--- src/shared/df_seq_pkg.sv ---
// Purpose: constants, field layout and types for the antenna/sample sequencer
// Assumes: 25 MHz mclk; register port with 8-bit byte addresses
// Notes: offsets and encodings of the register map are fixed here only
package df_seq_pkg;

  // register port geometry
  localparam int ADDR_W = 8;
  localparam int DATA_W = 32;

  // register byte offsets
  localparam logic [ADDR_W-1:0] OFF_CTRL1 = 8'h00;
  localparam logic [ADDR_W-1:0] OFF_CTRL2 = 8'h04;
  localparam logic [ADDR_W-1:0] OFF_INLINE = 8'h08;
  localparam logic [ADDR_W-1:0] OFF_PATTERN = 8'h0c;
  localparam logic [ADDR_W-1:0] OFF_FLUSH = 8'h10;
  localparam logic [ADDR_W-1:0] OFF_PTR = 8'h14;
  localparam logic [ADDR_W-1:0] OFF_LIMIT = 8'h18;
  localparam logic [ADDR_W-1:0] OFF_AMOUNT = 8'h1c;
  localparam logic [ADDR_W-1:0] OFF_STATUS = 8'h20;
  localparam logic [ADDR_W-1:0] OFF_PINSEL = 8'h40;
  localparam logic [ADDR_W-1:0] PINSEL_MASK = 8'he0;

  // control word 1 fields
  localparam int LEN_LSB = 0;
  localparam int LEN_W = 6;
  localparam int TRIG_BIT = 7;
  localparam int SWI_LSB = 8;
  localparam int FMT_BIT = 12;
  localparam int GSI_LSB = 16;
  localparam int RSI_LSB = 20;
  localparam int AOD_BIT = 24;
  // control word 2 fields
  localparam int SWD_LSB = 0;
  localparam int SMD_LSB = 16;
  localparam int DLY_W = 12;
  // inline control fields
  localparam int INL_EN_BIT = 0;
  localparam int SHORT_LSB = 4;
  localparam int LONG_LSB = 8;
  // antenna pin select fields
  localparam int PIN_LSB = 0;
  localparam int PIN_W = 5;
  localparam int CONN_BIT = 31;
  localparam int CNT_W = 16;

  // reset values
  localparam logic [31:0] CTRL1_RST = 32'h0033_0200;
  localparam logic [31:0] CTRL2_RST = 32'h0000_0000;
  localparam logic [31:0] INLINE_RST = 32'h0000_0330;
  localparam logic [31:0] PINSEL_RST = 32'h0000_0000;

  // antenna and pattern buffer sizes
  localparam int N_ANT = 8;
  localparam int PAT_DEPTH = 16;
  localparam int PAT_AW = 4;
  localparam logic [PAT_AW-1:0] PAT_WRAP = 4'h2;
  localparam logic [PAT_AW-1:0] PAT_LAST = 4'hf;

  // timing
  localparam int CLK_PS = 40000;
  localparam int US_PS = 1000000;
  localparam int STEP_PS = 62500;
  localparam int US_CYC = US_PS / CLK_PS;
  localparam int UNIT8_US = 8;
  localparam int UNIT8_CYC = UNIT8_US * US_CYC;
  localparam int REF_US = 12;
  localparam int REF_CYC = REF_US * US_CYC;
  localparam logic [LEN_W-1:0] MIN_UNITS = 6'h02;

  // switch interval codes
  localparam logic [1:0] SW_1US = 2'h1;
  localparam logic [1:0] SW_2US = 2'h2;
  localparam logic [1:0] SW_4US = 2'h3;

  // trigger and sample format codes
  localparam logic TRIG_CRC = 1'b1;
  localparam logic FMT_IQ = 1'b0;
  localparam logic FMT_MAGPH = 1'b1;
  localparam logic [15:0] SAT_VAL = 16'h8000;
  localparam int IQ_MAX = 2047;
  localparam int IQ_MIN = -2048;

  typedef enum logic [1:0] {
    KIND_AOA = 2'b00,
    KIND_AOD_1US = 2'b01,
    KIND_AOD_2US = 2'b10,
    KIND_RFU = 2'b11
  } tone_kind_type;

  typedef enum logic [2:0] {
    ST_IDLE = 3'b000,
    ST_ARMED = 3'b001,
    ST_OFFSET = 3'b010,
    ST_REF = 3'b011,
    ST_SLOTS = 3'b100,
    ST_DONE = 3'b101
  } seq_state_type;

  // address hit on a register port access
  function automatic logic hit(input logic [ADDR_W-1:0] a,
                               input logic [ADDR_W-1:0] off);
    hit = (a == off);
  endfunction : hit

  // sample interval code to clock cycles (4 us down to 120 ns)
  function automatic logic [CNT_W-1:0] sample_cycles(input logic [2:0] c);
    case (c)
      3'h1: sample_cycles = CNT_W'(4 * US_CYC);
      3'h2: sample_cycles = CNT_W'(2 * US_CYC);
      3'h4: sample_cycles = CNT_W'(US_CYC / 2);
      3'h5: sample_cycles = CNT_W'(US_CYC / 4);
      3'h6: sample_cycles = CNT_W'(US_CYC / 8);
      default: sample_cycles = CNT_W'(US_CYC);
    endcase
  endfunction : sample_cycles

  // switch interval code to clock cycles
  function automatic logic [CNT_W-1:0] switch_cycles(input logic [1:0] c);
    case (c)
      SW_1US: switch_cycles = CNT_W'(US_CYC);
      SW_4US: switch_cycles = CNT_W'(4 * US_CYC);
      default: switch_cycles = CNT_W'(2 * US_CYC);
    endcase
  endfunction : switch_cycles

  // 62.5 ns steps to clock cycles, rounded up
  function automatic logic [CNT_W-1:0] steps_to_cycles(
      input logic [DLY_W-1:0] s);
    int t;
    t = (int'(s) * STEP_PS + CLK_PS - 1) / CLK_PS;
    steps_to_cycles = CNT_W'(t);
  endfunction : steps_to_cycles

endpackage : df_seq_pkg

--- src/rtl/pattern_store.sv ---
// Purpose: antenna pattern memory with registered read port
// Assumes: one write and one read port on mclk
// Notes: array itself is not reset; read register is
`timescale 1ns/100ps
module pattern_store (
  // clock and reset
  input wire logic mclk,
  input wire logic rst,
  // write port
  input wire logic wr_en,
  input wire logic [df_seq_pkg::PAT_AW-1:0] wr_addr,
  input wire logic [df_seq_pkg::N_ANT-1:0] wr_data,
  // read port
  input wire logic [df_seq_pkg::PAT_AW-1:0] rd_addr,
  output logic [df_seq_pkg::N_ANT-1:0] rd_data_q
);
  import df_seq_pkg::*;

  logic [N_ANT-1:0] mem [PAT_DEPTH];

  // storage write
  always_ff @(posedge mclk) begin
    if (wr_en) begin
      mem[wr_addr] <= wr_data;
    end
  end

  // registered read
  always_ff @(posedge mclk or posedge rst) begin
    if (rst) begin
      rd_data_q <= '0;
    end else begin
      rd_data_q <= mem[rd_addr];
    end
  end
endmodule : pattern_store

--- src/rtl/sample_word_pack.sv ---
// Purpose: packs one captured sample into a 32-bit memory word
// Assumes: demodulator supplies I/Q and magnitude/phase on mclk
// Notes: word and valid appear one cycle after capture
`timescale 1ns/100ps
module sample_word_pack (
  // clock and reset
  input wire logic mclk,
  input wire logic rst,
  // capture request and format
  input wire logic capture,
  input wire logic fmt,
  // sample inputs
  input wire logic [15:0] iq_i,
  input wire logic [15:0] iq_q,
  input wire logic [12:0] mag_in,
  input wire logic [8:0] phase_in,
  // packed word
  output logic [31:0] word_q,
  output logic word_valid_q
);
  import df_seq_pkg::*;

  // saturate anything outside 12-bit signed range
  function automatic logic [15:0] sat12(input logic [15:0] x);
    if ($signed(x) > IQ_MAX || $signed(x) < IQ_MIN) begin
      sat12 = SAT_VAL;
    end else begin
      sat12 = x;
    end
  endfunction : sat12

  wire [31:0] iq_word = {sat12(iq_q), sat12(iq_i)};
  wire [31:0] mp_word = {3'h0, mag_in, {7{phase_in[8]}}, phase_in};
  wire [31:0] sel_word = (fmt == FMT_MAGPH) ? mp_word : iq_word;

  // capture register
  always_ff @(posedge mclk or posedge rst) begin
    if (rst) begin
      word_q <= '0;
      word_valid_q <= 1'b0;
    end else begin
      word_valid_q <= capture;
      if (capture) begin
        word_q <= sel_word;
      end
    end
  end
endmodule : sample_word_pack

--- src/rtl/direction_finding_cte_control.sv ---
// Purpose: antenna switching and sample capture during the tone extension
// Assumes: tasks, triggers and samples come from logic on mclk
// Notes: one sample word may wait for memory; later samples drop meanwhile
`timescale 1ns/100ps
module direction_finding_cte_control (
  // clock and reset
  input wire logic mclk,
  input wire logic rst,
  // register port
  input wire logic [df_seq_pkg::ADDR_W-1:0] reg_addr,
  input wire logic [df_seq_pkg::DATA_W-1:0] reg_wdata,
  input wire logic reg_we,
  input wire logic reg_re,
  output logic [df_seq_pkg::DATA_W-1:0] reg_rdata,
  // radio tasks and packet events
  input wire logic transmit_enable_task,
  input wire logic receive_enable_task,
  input wire logic disable_task,
  input wire logic crc_end,
  input wire logic address_match,
  input wire logic cte_detected,
  input wire df_seq_pkg::tone_kind_type tone_extension_kind,
  input wire logic [df_seq_pkg::LEN_W-1:0] inline_cte_time,
  output logic tone_extension_found_event,
  // demodulator samples
  input wire logic [15:0] iq_i,
  input wire logic [15:0] iq_q,
  input wire logic [12:0] mag_in,
  input wire logic [8:0] phase_in,
  // sample memory writes
  output logic dma_valid,
  output logic [31:0] dma_addr,
  output logic [31:0] dma_data,
  input wire logic dma_ready,
  // antenna pins
  output logic [df_seq_pkg::N_ANT-1:0] ant_value,
  output logic [df_seq_pkg::N_ANT-1:0] ant_oe_n,
  output logic [df_seq_pkg::N_ANT*df_seq_pkg::PIN_W-1:0] ant_pin_num
);
  import df_seq_pkg::*;

  // configuration registers
  logic [31:0] ctrl1_q;
  logic [31:0] ctrl2_q;
  logic [31:0] inline_q;
  logic [31:0] ptr_q;
  logic [CNT_W-1:0] limit_q;
  logic [CNT_W-1:0] amount_q;
  logic [31:0] pinsel_q [N_ANT];
  logic [DATA_W-1:0] rdata_d;

  // sequencer state
  seq_state_type state_q;
  seq_state_type state_d;
  logic [CNT_W-1:0] tmr_q;
  logic [CNT_W-1:0] tmr_d;
  logic [CNT_W-1:0] cte_t_q;
  logic [PAT_AW-1:0] idx_q;
  logic [PAT_AW-1:0] idx_d;
  logic own_q;
  logic is_rx_q;

  // sampling state
  logic smp_wait_q;
  logic smp_run_q;
  logic [CNT_W-1:0] smp_tmr_q;
  logic [CNT_W-1:0] smp_t_q;

  // pattern buffer bookkeeping
  logic [PAT_AW:0] pat_cnt_q;
  logic [PAT_AW-1:0] pat_wp_q;
  logic [N_ANT-1:0] pat_rdata;
  logic [N_ANT-1:0] ant_value_q;
  logic found_q;

  // packed sample from formatter
  logic [31:0] word;
  logic word_valid;
  logic dma_valid_q;
  logic [31:0] dma_addr_q;
  logic [31:0] dma_data_q;

  // register port decode
  wire wr_ctrl1 = reg_we && hit(reg_addr, OFF_CTRL1);
  wire wr_ctrl2 = reg_we && hit(reg_addr, OFF_CTRL2);
  wire wr_inline = reg_we && hit(reg_addr, OFF_INLINE);
  wire wr_pat = reg_we && hit(reg_addr, OFF_PATTERN);
  wire flush = reg_we && hit(reg_addr, OFF_FLUSH);
  wire wr_ptr = reg_we && hit(reg_addr, OFF_PTR);
  wire wr_limit = reg_we && hit(reg_addr, OFF_LIMIT);
  wire pin_area = (reg_addr & PINSEL_MASK) == OFF_PINSEL;
  wire [2:0] pin_idx = reg_addr[4:2];

  // configuration fields
  wire [LEN_W-1:0] len_units = ctrl1_q[LEN_LSB +: LEN_W];
  wire trig_sel = ctrl1_q[TRIG_BIT];
  wire [1:0] sw_code = ctrl1_q[SWI_LSB +: 2];
  wire fmt_sel = ctrl1_q[FMT_BIT];
  wire [2:0] gsi_code = ctrl1_q[GSI_LSB +: 3];
  wire [2:0] rsi_code = ctrl1_q[RSI_LSB +: 3];
  wire aod_mode = ctrl1_q[AOD_BIT];
  wire [DLY_W-1:0] sw_delay = ctrl2_q[SWD_LSB +: DLY_W];
  wire [DLY_W-1:0] smp_delay = ctrl2_q[SMD_LSB +: DLY_W];
  wire inline_en = inline_q[INL_EN_BIT];
  wire [2:0] short_code = inline_q[SHORT_LSB +: 3];
  wire [2:0] long_code = inline_q[LONG_LSB +: 3];

  // trigger selection
  wire trig = (trig_sel == TRIG_CRC) ? crc_end : address_match;
  wire task_go = transmit_enable_task | receive_enable_task;
  wire sw_mode_ok = transmit_enable_task ? aod_mode : !aod_mode;

  // extension length: register units, or packet units with minimum
  wire [LEN_W-1:0] inl_units =
    (inline_cte_time < MIN_UNITS) ? MIN_UNITS : inline_cte_time;
  wire [LEN_W-1:0] units = inline_en ? inl_units : len_units;
  wire [CNT_W-1:0] cte_len_cyc = CNT_W'(units * UNIT8_CYC);

  // post-reference sample interval selection
  wire kind_short = tone_extension_kind == KIND_AOD_1US;
  wire kind_long = tone_extension_kind == KIND_AOD_2US;
  wire [2:0] aod_code = kind_short ? short_code :
                        kind_long ? long_code : gsi_code;
  wire [2:0] aoa_code = (sw_code == SW_2US) ? short_code :
                        (sw_code == SW_4US) ? long_code : gsi_code;
  wire [2:0] inl_code = aod_mode ? aod_code : aoa_code;
  wire [2:0] post_code = inline_en ? inl_code : gsi_code;

  // interval lengths in cycles
  wire [CNT_W-1:0] sw_cyc = switch_cycles(sw_code);
  wire in_ref = smp_t_q < CNT_W'(REF_CYC);
  wire [CNT_W-1:0] smp_cyc = in_ref ? sample_cycles(rsi_code)
                                    : sample_cycles(post_code);

  // next pattern index with wrap to entry 2
  wire [PAT_AW:0] idx_inc = {1'b0, idx_q} + 1'b1;
  wire [PAT_AW-1:0] next_idx =
    (idx_inc >= pat_cnt_q) ? PAT_WRAP : idx_inc[PAT_AW-1:0];
  wire [PAT_AW-1:0] wp_next =
    (pat_wp_q == PAT_LAST) ? PAT_WRAP : pat_wp_q + 1'b1;
  wire cte_over = cte_t_q >= cte_len_cyc;
  wire seq_timing = (state_q == ST_REF) || (state_q == ST_SLOTS);

  // sampling control
  wire smp_start = trig && is_rx_q && (state_q == ST_ARMED);
  wire smp_go = smp_wait_q && (smp_tmr_q == '0);
  wire smp_end = smp_run_q && (smp_t_q >= cte_len_cyc);
  wire capture = smp_run_q && !smp_end && (smp_tmr_q == '0);
  wire room = amount_q < limit_q;
  wire issue = word_valid && room && !dma_valid_q;
  wire accepted = dma_valid_q && dma_ready;

  // sequencer next state
  always_comb begin
    state_d = state_q;
    tmr_d = tmr_q - 1'b1;
    idx_d = idx_q;
    unique case (state_q)
      ST_IDLE, ST_DONE: begin
        tmr_d = tmr_q;
      end
      ST_ARMED: begin
        tmr_d = tmr_q;
        if (trig) begin
          state_d = ST_OFFSET;
          tmr_d = steps_to_cycles(sw_delay);
        end
      end
      ST_OFFSET: begin
        if (tmr_q == '0) begin
          state_d = ST_REF;
          idx_d = PAT_AW'(1);
          tmr_d = CNT_W'(REF_CYC - 1);
        end
      end
      ST_REF: begin
        if (tmr_q == '0) begin
          state_d = ST_SLOTS;
          idx_d = next_idx;
          tmr_d = sw_cyc - 1'b1;
        end
      end
      ST_SLOTS: begin
        if (tmr_q == '0 && cte_over) begin
          state_d = ST_DONE;
          idx_d = '0;
        end else if (tmr_q == '0) begin
          idx_d = next_idx;
          tmr_d = sw_cyc - 1'b1;
        end
      end
      default: begin
        state_d = ST_IDLE;
        tmr_d = '0;
      end
    endcase
    if (task_go) begin
      state_d = ST_ARMED;
      idx_d = '0;
      tmr_d = '0;
    end
    if (disable_task) begin
      state_d = ST_IDLE;
      tmr_d = '0;
    end
  end

  // sequencer registers
  always_ff @(posedge mclk or posedge rst) begin
    if (rst) begin
      state_q <= ST_IDLE;
      tmr_q <= '0;
      idx_q <= '0;
      cte_t_q <= '0;
    end else begin
      state_q <= state_d;
      tmr_q <= tmr_d;
      idx_q <= idx_d;
      cte_t_q <= seq_timing ? cte_t_q + 1'b1 : '0;
    end
  end

  // pin ownership and receive flag
  always_ff @(posedge mclk or posedge rst) begin
    if (rst) begin
      own_q <= 1'b0;
      is_rx_q <= 1'b0;
    end else if (disable_task) begin
      own_q <= 1'b0;
      is_rx_q <= 1'b0;
    end else if (task_go) begin
      own_q <= sw_mode_ok;
      is_rx_q <= receive_enable_task;
    end
  end

  // sample timing
  always_ff @(posedge mclk or posedge rst) begin
    if (rst) begin
      smp_wait_q <= 1'b0;
      smp_run_q <= 1'b0;
      smp_tmr_q <= '0;
      smp_t_q <= '0;
    end else if (disable_task || task_go || smp_end) begin
      smp_wait_q <= 1'b0;
      smp_run_q <= 1'b0;
      smp_tmr_q <= '0;
      smp_t_q <= '0;
    end else if (smp_start) begin
      smp_wait_q <= 1'b1;
      smp_tmr_q <= steps_to_cycles(smp_delay);
    end else if (smp_go) begin
      smp_wait_q <= 1'b0;
      smp_run_q <= 1'b1;
    end else if (smp_wait_q || smp_run_q) begin
      smp_t_q <= smp_run_q ? smp_t_q + 1'b1 : smp_t_q;
      smp_tmr_q <= capture ? smp_cyc - 1'b1 : smp_tmr_q - 1'b1;
    end
  end

  // pattern buffer write pointer and fill count
  always_ff @(posedge mclk or posedge rst) begin
    if (rst) begin
      pat_cnt_q <= '0;
      pat_wp_q <= '0;
    end else if (flush) begin
      pat_cnt_q <= '0;
      pat_wp_q <= '0;
    end else if (wr_pat) begin
      pat_wp_q <= wp_next;
      if (pat_cnt_q != (PAT_AW+1)'(PAT_DEPTH)) begin
        pat_cnt_q <= pat_cnt_q + 1'b1;
      end
    end
  end

  // pattern memory
  pattern_store u_pattern_store (
    .mclk(mclk),
    .rst(rst),
    .wr_en(wr_pat),
    .wr_addr(pat_wp_q),
    .wr_data(reg_wdata[N_ANT-1:0]),
    .rd_addr(idx_q),
    .rd_data_q(pat_rdata)
  );

  // antenna outputs per pin
  genvar n;
  generate
    for (n = 0; n < N_ANT; n++) begin : g_ant
      wire drive = own_q && pinsel_q[n][CONN_BIT];
      assign ant_oe_n[n] = !drive;
      assign ant_pin_num[n*PIN_W +: PIN_W] = pinsel_q[n][PIN_LSB +: PIN_W];
      always_ff @(posedge mclk or posedge rst) begin
        if (rst) begin
          pinsel_q[n] <= PINSEL_RST;
          ant_value_q[n] <= 1'b0;
        end else begin
          if (reg_we && pin_area && pin_idx == 3'(n)) begin
            pinsel_q[n] <= reg_wdata;
          end
          ant_value_q[n] <= drive && pat_rdata[n];
        end
      end
    end
  endgenerate
  assign ant_value = ant_value_q;

  // sample word formatter
  sample_word_pack u_sample_word_pack (
    .mclk(mclk),
    .rst(rst),
    .capture(capture),
    .fmt(fmt_sel),
    .iq_i(iq_i),
    .iq_q(iq_q),
    .mag_in(mag_in),
    .phase_in(phase_in),
    .word_q(word),
    .word_valid_q(word_valid)
  );

  // memory write request and transferred count
  always_ff @(posedge mclk or posedge rst) begin
    if (rst) begin
      dma_valid_q <= 1'b0;
      dma_addr_q <= '0;
      dma_data_q <= '0;
      amount_q <= '0;
    end else begin
      if (issue) begin
        dma_valid_q <= 1'b1;
        dma_addr_q <= ptr_q + {14'h0, amount_q, 2'h0};
        dma_data_q <= word;
      end else if (accepted) begin
        dma_valid_q <= 1'b0;
      end
      if (receive_enable_task) begin
        amount_q <= '0;
      end else if (accepted) begin
        amount_q <= amount_q + 1'b1;
      end
    end
  end
  assign dma_valid = dma_valid_q;
  assign dma_addr = dma_addr_q;
  assign dma_data = dma_data_q;

  // extension found event
  always_ff @(posedge mclk or posedge rst) begin
    if (rst) begin
      found_q <= 1'b0;
    end else begin
      found_q <= cte_detected && is_rx_q;
    end
  end
  assign tone_extension_found_event = found_q;

  // configuration register writes
  always_ff @(posedge mclk or posedge rst) begin
    if (rst) begin
      ctrl1_q <= CTRL1_RST;
      ctrl2_q <= CTRL2_RST;
      inline_q <= INLINE_RST;
      ptr_q <= '0;
      limit_q <= '0;
    end else begin
      if (wr_ctrl1) ctrl1_q <= reg_wdata;
      if (wr_ctrl2) ctrl2_q <= reg_wdata;
      if (wr_inline) inline_q <= reg_wdata;
      if (wr_ptr) ptr_q <= reg_wdata;
      if (wr_limit) limit_q <= reg_wdata[CNT_W-1:0];
    end
  end

  // read data selection
  always_comb begin
    rdata_d = '0;
    if (pin_area) begin
      rdata_d = pinsel_q[pin_idx];
    end else begin
      case (reg_addr)
        OFF_CTRL1: rdata_d = ctrl1_q;
        OFF_CTRL2: rdata_d = ctrl2_q;
        OFF_INLINE: rdata_d = inline_q;
        OFF_PATTERN: rdata_d = {27'h0, pat_cnt_q};
        OFF_PTR: rdata_d = ptr_q;
        OFF_LIMIT: rdata_d = {16'h0, limit_q};
        OFF_AMOUNT: rdata_d = {16'h0, amount_q};
        OFF_STATUS: rdata_d = {24'h0, smp_run_q, is_rx_q, own_q,
                               2'h0, state_q};
        default: rdata_d = '0;
      endcase
    end
  end

  // read data register, valid one cycle after the strobe
  always_ff @(posedge mclk or posedge rst) begin
    if (rst) begin
      reg_rdata <= '0;
    end else if (reg_re) begin
      reg_rdata <= rdata_d;
    end else begin
      reg_rdata <= '0;
    end
  end
endmodule : direction_finding_cte_control

--- config.mk ---
export PLATFORM = sky130hd
export DESIGN_NAME = direction_finding_cte_control
export DESIGN_NICKNAME = d
export VERILOG_FILES = /design/src/shared/df_seq_pkg.sv /design/src/rtl/pattern_store.sv /design/src/rtl/sample_word_pack.sv /design/src/rtl/direction_finding_cte_control.sv
export SDC_FILE = /design/constraint.sdc
export NUM_CORES = 2
export LEC_CHECK = 0
export ABC_AREA = 1
export BUFFER_PORTS_ARGS = -buffer_cell sky130_fd_sc_hd__buf_2
export CAP_MARGIN = 15
export CELL_PAD_IN_SITES_DETAIL_PLACEMENT = 1
export CELL_PAD_IN_SITES_GLOBAL_PLACEMENT = 2
export CORE_MARGIN = 5
export CORE_UTILIZATION = 38
export CTS_CLUSTER_DIAMETER = 30
export DETAILED_ROUTE_END_ITERATION = 16
export GPL_ROUTABILITY_DRIVEN = 1
export PLACE_DENSITY = 0.85
export SYNTH_ARGS = -nofsm -noshare
export SYNTH_HDL_FRONTEND = slang
export SYNTH_SLANG_ARGS = --single-unit
export TNS_END_PERCENT = 100
--- constraint.sdc ---
create_clock -name mclk -period 45.2 [get_ports mclk]
set_input_delay 13.56 -clock mclk [delete_from_list [all_inputs] [get_ports mclk]]
set_output_delay 13.56 -clock mclk [all_outputs]
set_load 0.05 [all_outputs]
==> results.md <==
* Status: complete, no violations
* Startpoint Class: input pin
* CP peak stage delay at between 0.6 and 0.7 ns
* Tcrit/Tclk final at 44.5%
* Final hold vios at 0
* Reg2Reg Depth at between 100 and 150
* Slew Limit Fails at 0
* Post-CTS Repair Setup Buffers at 0
* Max Freq at 49.7 MHz
* Min cycle time layout at 20.12 ns
* R2r endpoint: smp_tmr_q[0]$_DFFE_PP0P_
* Port buffer count at between 200 and 300
* Core area at between 150,000 and 200,000 µm²
* GRT overflow at 0
* Die Span Y at around 420 µm
* Arrival @ worst endpoint at around 21 ns
* Detailed Routing Iterations Pass 1 at 5
* CTS Buf Count at 160
* Syn nets at 8,996
* Hold crit path type: reg -> reg
* TritonCTS clock tree: done
* Clock Latency Late Sink at just under 0.8 ns
* Chip width at 420 µm
* Syn_area_per_cell at between 7 and 8 µm²
* Critical-path maximum fanout at 25
* Starting Density at 38.2%
* Hold depth at 2
* Hold_sp: u_sample_word_pack.word_q[25]$_DFFE_PP0P_
* Largest net degree at the start of global routing at 190
* Synth Area in XOR/XNOR at 3.43%
* FF+latch count, synth at 775
* Global-route wire length before repair at 345,000 µm
* FFs w/ async S/R, synth at 83.5%
* CTS Root Buffer Type: clkbuf_16
* Yosys warns at 0
* Num rows at 150
* R2R Setup Slk at 25.70 ns
* DIE AREA at 177,000 µm²
* Unrepaired setup endpoints after global routing: no
* Layout cells sized above 1 at between 15 and 20%
* Routed len/inst at 19.7 µm
* Worst reg2reg path startpoint: ctrl2_q[19]$_DFFE_PP0P_
* Simple-gate share of the synthesized area at 34.8%
* Crit-path slowest cell: inv_1
* Final core utilization at 43.2%
* Clock slew at reported path FFs at approximately 0.04 ns
* Number of distinct library cells after synthesis at 91
* Worst-margin pin slew at 1.15 ns
* Drc violations at 0
* Mux contribution to synthesized area at 0%
* Top-level I/O count at ~270
* Most frequent cell after synthesis: nand2_1
* Required time of the critical path at 45.79 ns
* Cell taking the most area after synthesis: dfrtp_1
* Hold Path End: dma_data[25]$_DFFE_PP0P_
* Top cell type's share of synthesized area at around 25%
* Final setup viols at 0
* Largest family of logic cells by synthesized area: simple AND/OR/NAND/NOR gates
* CTS H-Tree Depth at 4
* Post-Synth Adder-Cell Area at 7.54%
* Via density at approximately 5.3
* EDFF count, synth at 128
* TNS Setup at 0 ns
* Post-synthesis compound-gate area fraction at 12.7%
* ANT nets after route at 0
* Vias in the first global route at 61,300
* Max cap viols at 0
* Antenna violations before repair at 8
* Max clock buf depth at 3
* Seq/Total Area, Yosys at 31.4%
* Most frequent cells after synthesis: nand2_1 (1,882), inv_1 (1,026), nor2_1 (656)
* Synthesis-to-finish area growth at 13.0%
* Slew margin rel. at a little under a quarter
* Nets at slightly above 9,000
* Commonest register cell after synthesis: dfrtp_1
* Setup Crit Path Kind: in -> reg
* Final wirelength at around 220,000 µm
* CTS Hold Buffers Added at 0
* WP buf/inv at 7
* Dominant cells by area after synthesis: dfrtp_1 (25%), nand2_1 (11%), inv_1 (6.0%), edfxtp_1 (6.0%), ha_1 (5.3%)
* Synth Cell Area at roughly 64,000 µm²
* DP Wirelength at 165,000 µm
* CP top delay family: simple AND/OR/NAND/NOR gates
* Routed via count at 58,600
* Gpl congestion at 0.874
* Total track usage at 24.3%
* Cts repair resizes at 0
* Worst Skew at slightly below 0.04 ns
* Num Clock Sinks at 775
* Crit. End Element: flop
* Drt first-iter violations at 3,307
* Mapped Cells at ~8,500
-- worst max-delay path by stage --
stage | cells after the start | end | from
3_5_place_dp | 32 | smp_tmr_q[14]$_DFFE_PP0P_ | inline_cte_time[3]
3_3_place_gp | 32 | smp_tmr_q[14]$_DFFE_PP0P_ | inline_cte_time[3]
4_1_cts | 32 | smp_tmr_q[14]$_DFFE_PP0P_ | inline_cte_time[3]
2_1_floorplan | 1 | amount_q[0]$_DFFE_PP0P_ | rst
6_report | 32 | smp_tmr_q[14]$_DFFE_PP0P_ | inline_cte_time[3]
5_1_grt | 119 | smp_tmr_q[0]$_DFFE_PP0P_ | ctrl2_q[19]$_DFFE_PP0P_
-- sequential cells by signal (all words and copies together), names as in the netlist, 16 cells and up --
signal and cells:
amount_q 16, dma_addr 32, ptr_q 32, cte_t_q 16, dma_data 32, smp_t_q 16
u_pattern_store.mem 128, reg_rdata 32, pinsel_q 216, ctrl2_q 32, tmr_q 16, u_sample_word_pack.word_q 32
inline_q 32, ant_pin_num 40, smp_tmr_q 16, ctrl1_q 32, limit_q 16
-- cells by family after synthesis --
| kind of cell | after synthesis |
|---|---|
| fa+ha+maj | 342 |
| compound gates | 1384 |
| flops | 775 |
| buf+inv | 1471 |
| simple gates | 4329 |
| xor+xnor | 240 |
-- metal layers --
| metal | share of wire [%] | GRT usage [%] | up-vias |
|---|---|---|---|
| met5 | 0 | 0 | - |
| met4 | 2.9 | 7.08 | 0 |
| met3 | 3.0 | 2.60 | 271 |
| met2 | 49 | 42.8 | 978 |
| met1 | 45 | 31.6 | 29100 |
| li1 | - | - | 28300 |
-- stage by stage --
step | std cells | worst slack [ns] | hold WS (ns) | cell area [µm²]
finish | 11100 | 25.08 | 0.460 | 72300
global route | 11100 | 23.83 | 0.483 | 72300
CTS | 11100 | 25.08 | 0.461 | 72200
detailed placement | 10800 | 24.39 | 0.449 | 66600
global placement | 10800 | 24.36 | 0.443 | 66600
floorplan | 8541 | 13.53 | 0.431 | 63900
-- layout by cell type, fill, tap and decap left out, types with 19 or more instances in the layout --
master,n
xnor2_1,66
nand2_2,398
nand3_2,104
nor2_1,652
clkbuf_8,24
a211oi_1,21
nand3_1,560
nand3_4,22
a21oi_1,329
nor2_4,63
o22ai_1,148
bufinv_16,19
nand3b_1,41
nor2_2,86
edfxtp_1,128
ha_1,270
nand2_4,213
clkinvlp_4,20
buf_4,60
clkbuf_16,164
nand4_1,140
clkbuf_1,20
inv_1,1022
dfrtp_1,637
nor3_1,95
inv_2,75
o21ai_1,25
buf_2,266
a221oi_1,48
o21ai_0,601
clkinv_1,34
o21ai_2,25
nand2_1,1877
clkinv_2,27
fa_1,72
xor2_1,162
-- worst register-to-register path: cells and delay by family (launching register included) --
kind,cells,cell delay [ns]
buffers and inverters,18,2.36
DFF,1,0.52
AOI/OAI and AO/OA,3,0.70
and+or+nand+nor,87,12.52
adders and majority gates,6,2.80
xor gates and xnor gates,2,0.48
-- final cells by class --
type,instances,area [µm²]
antenna,6,15.0
clock buffer,208,4510
clock inverter,84,1120
fill,20700,95000
inverter,1161,4490
multi-input combinational,6295,37500
sequential,775,20000
tap,2204,2760
timing repair buffer,330,1850
Power is left out: the tool's default activity adds up to more than one toggle a clock period on the data nets, which glitch-free logic cannot reach.
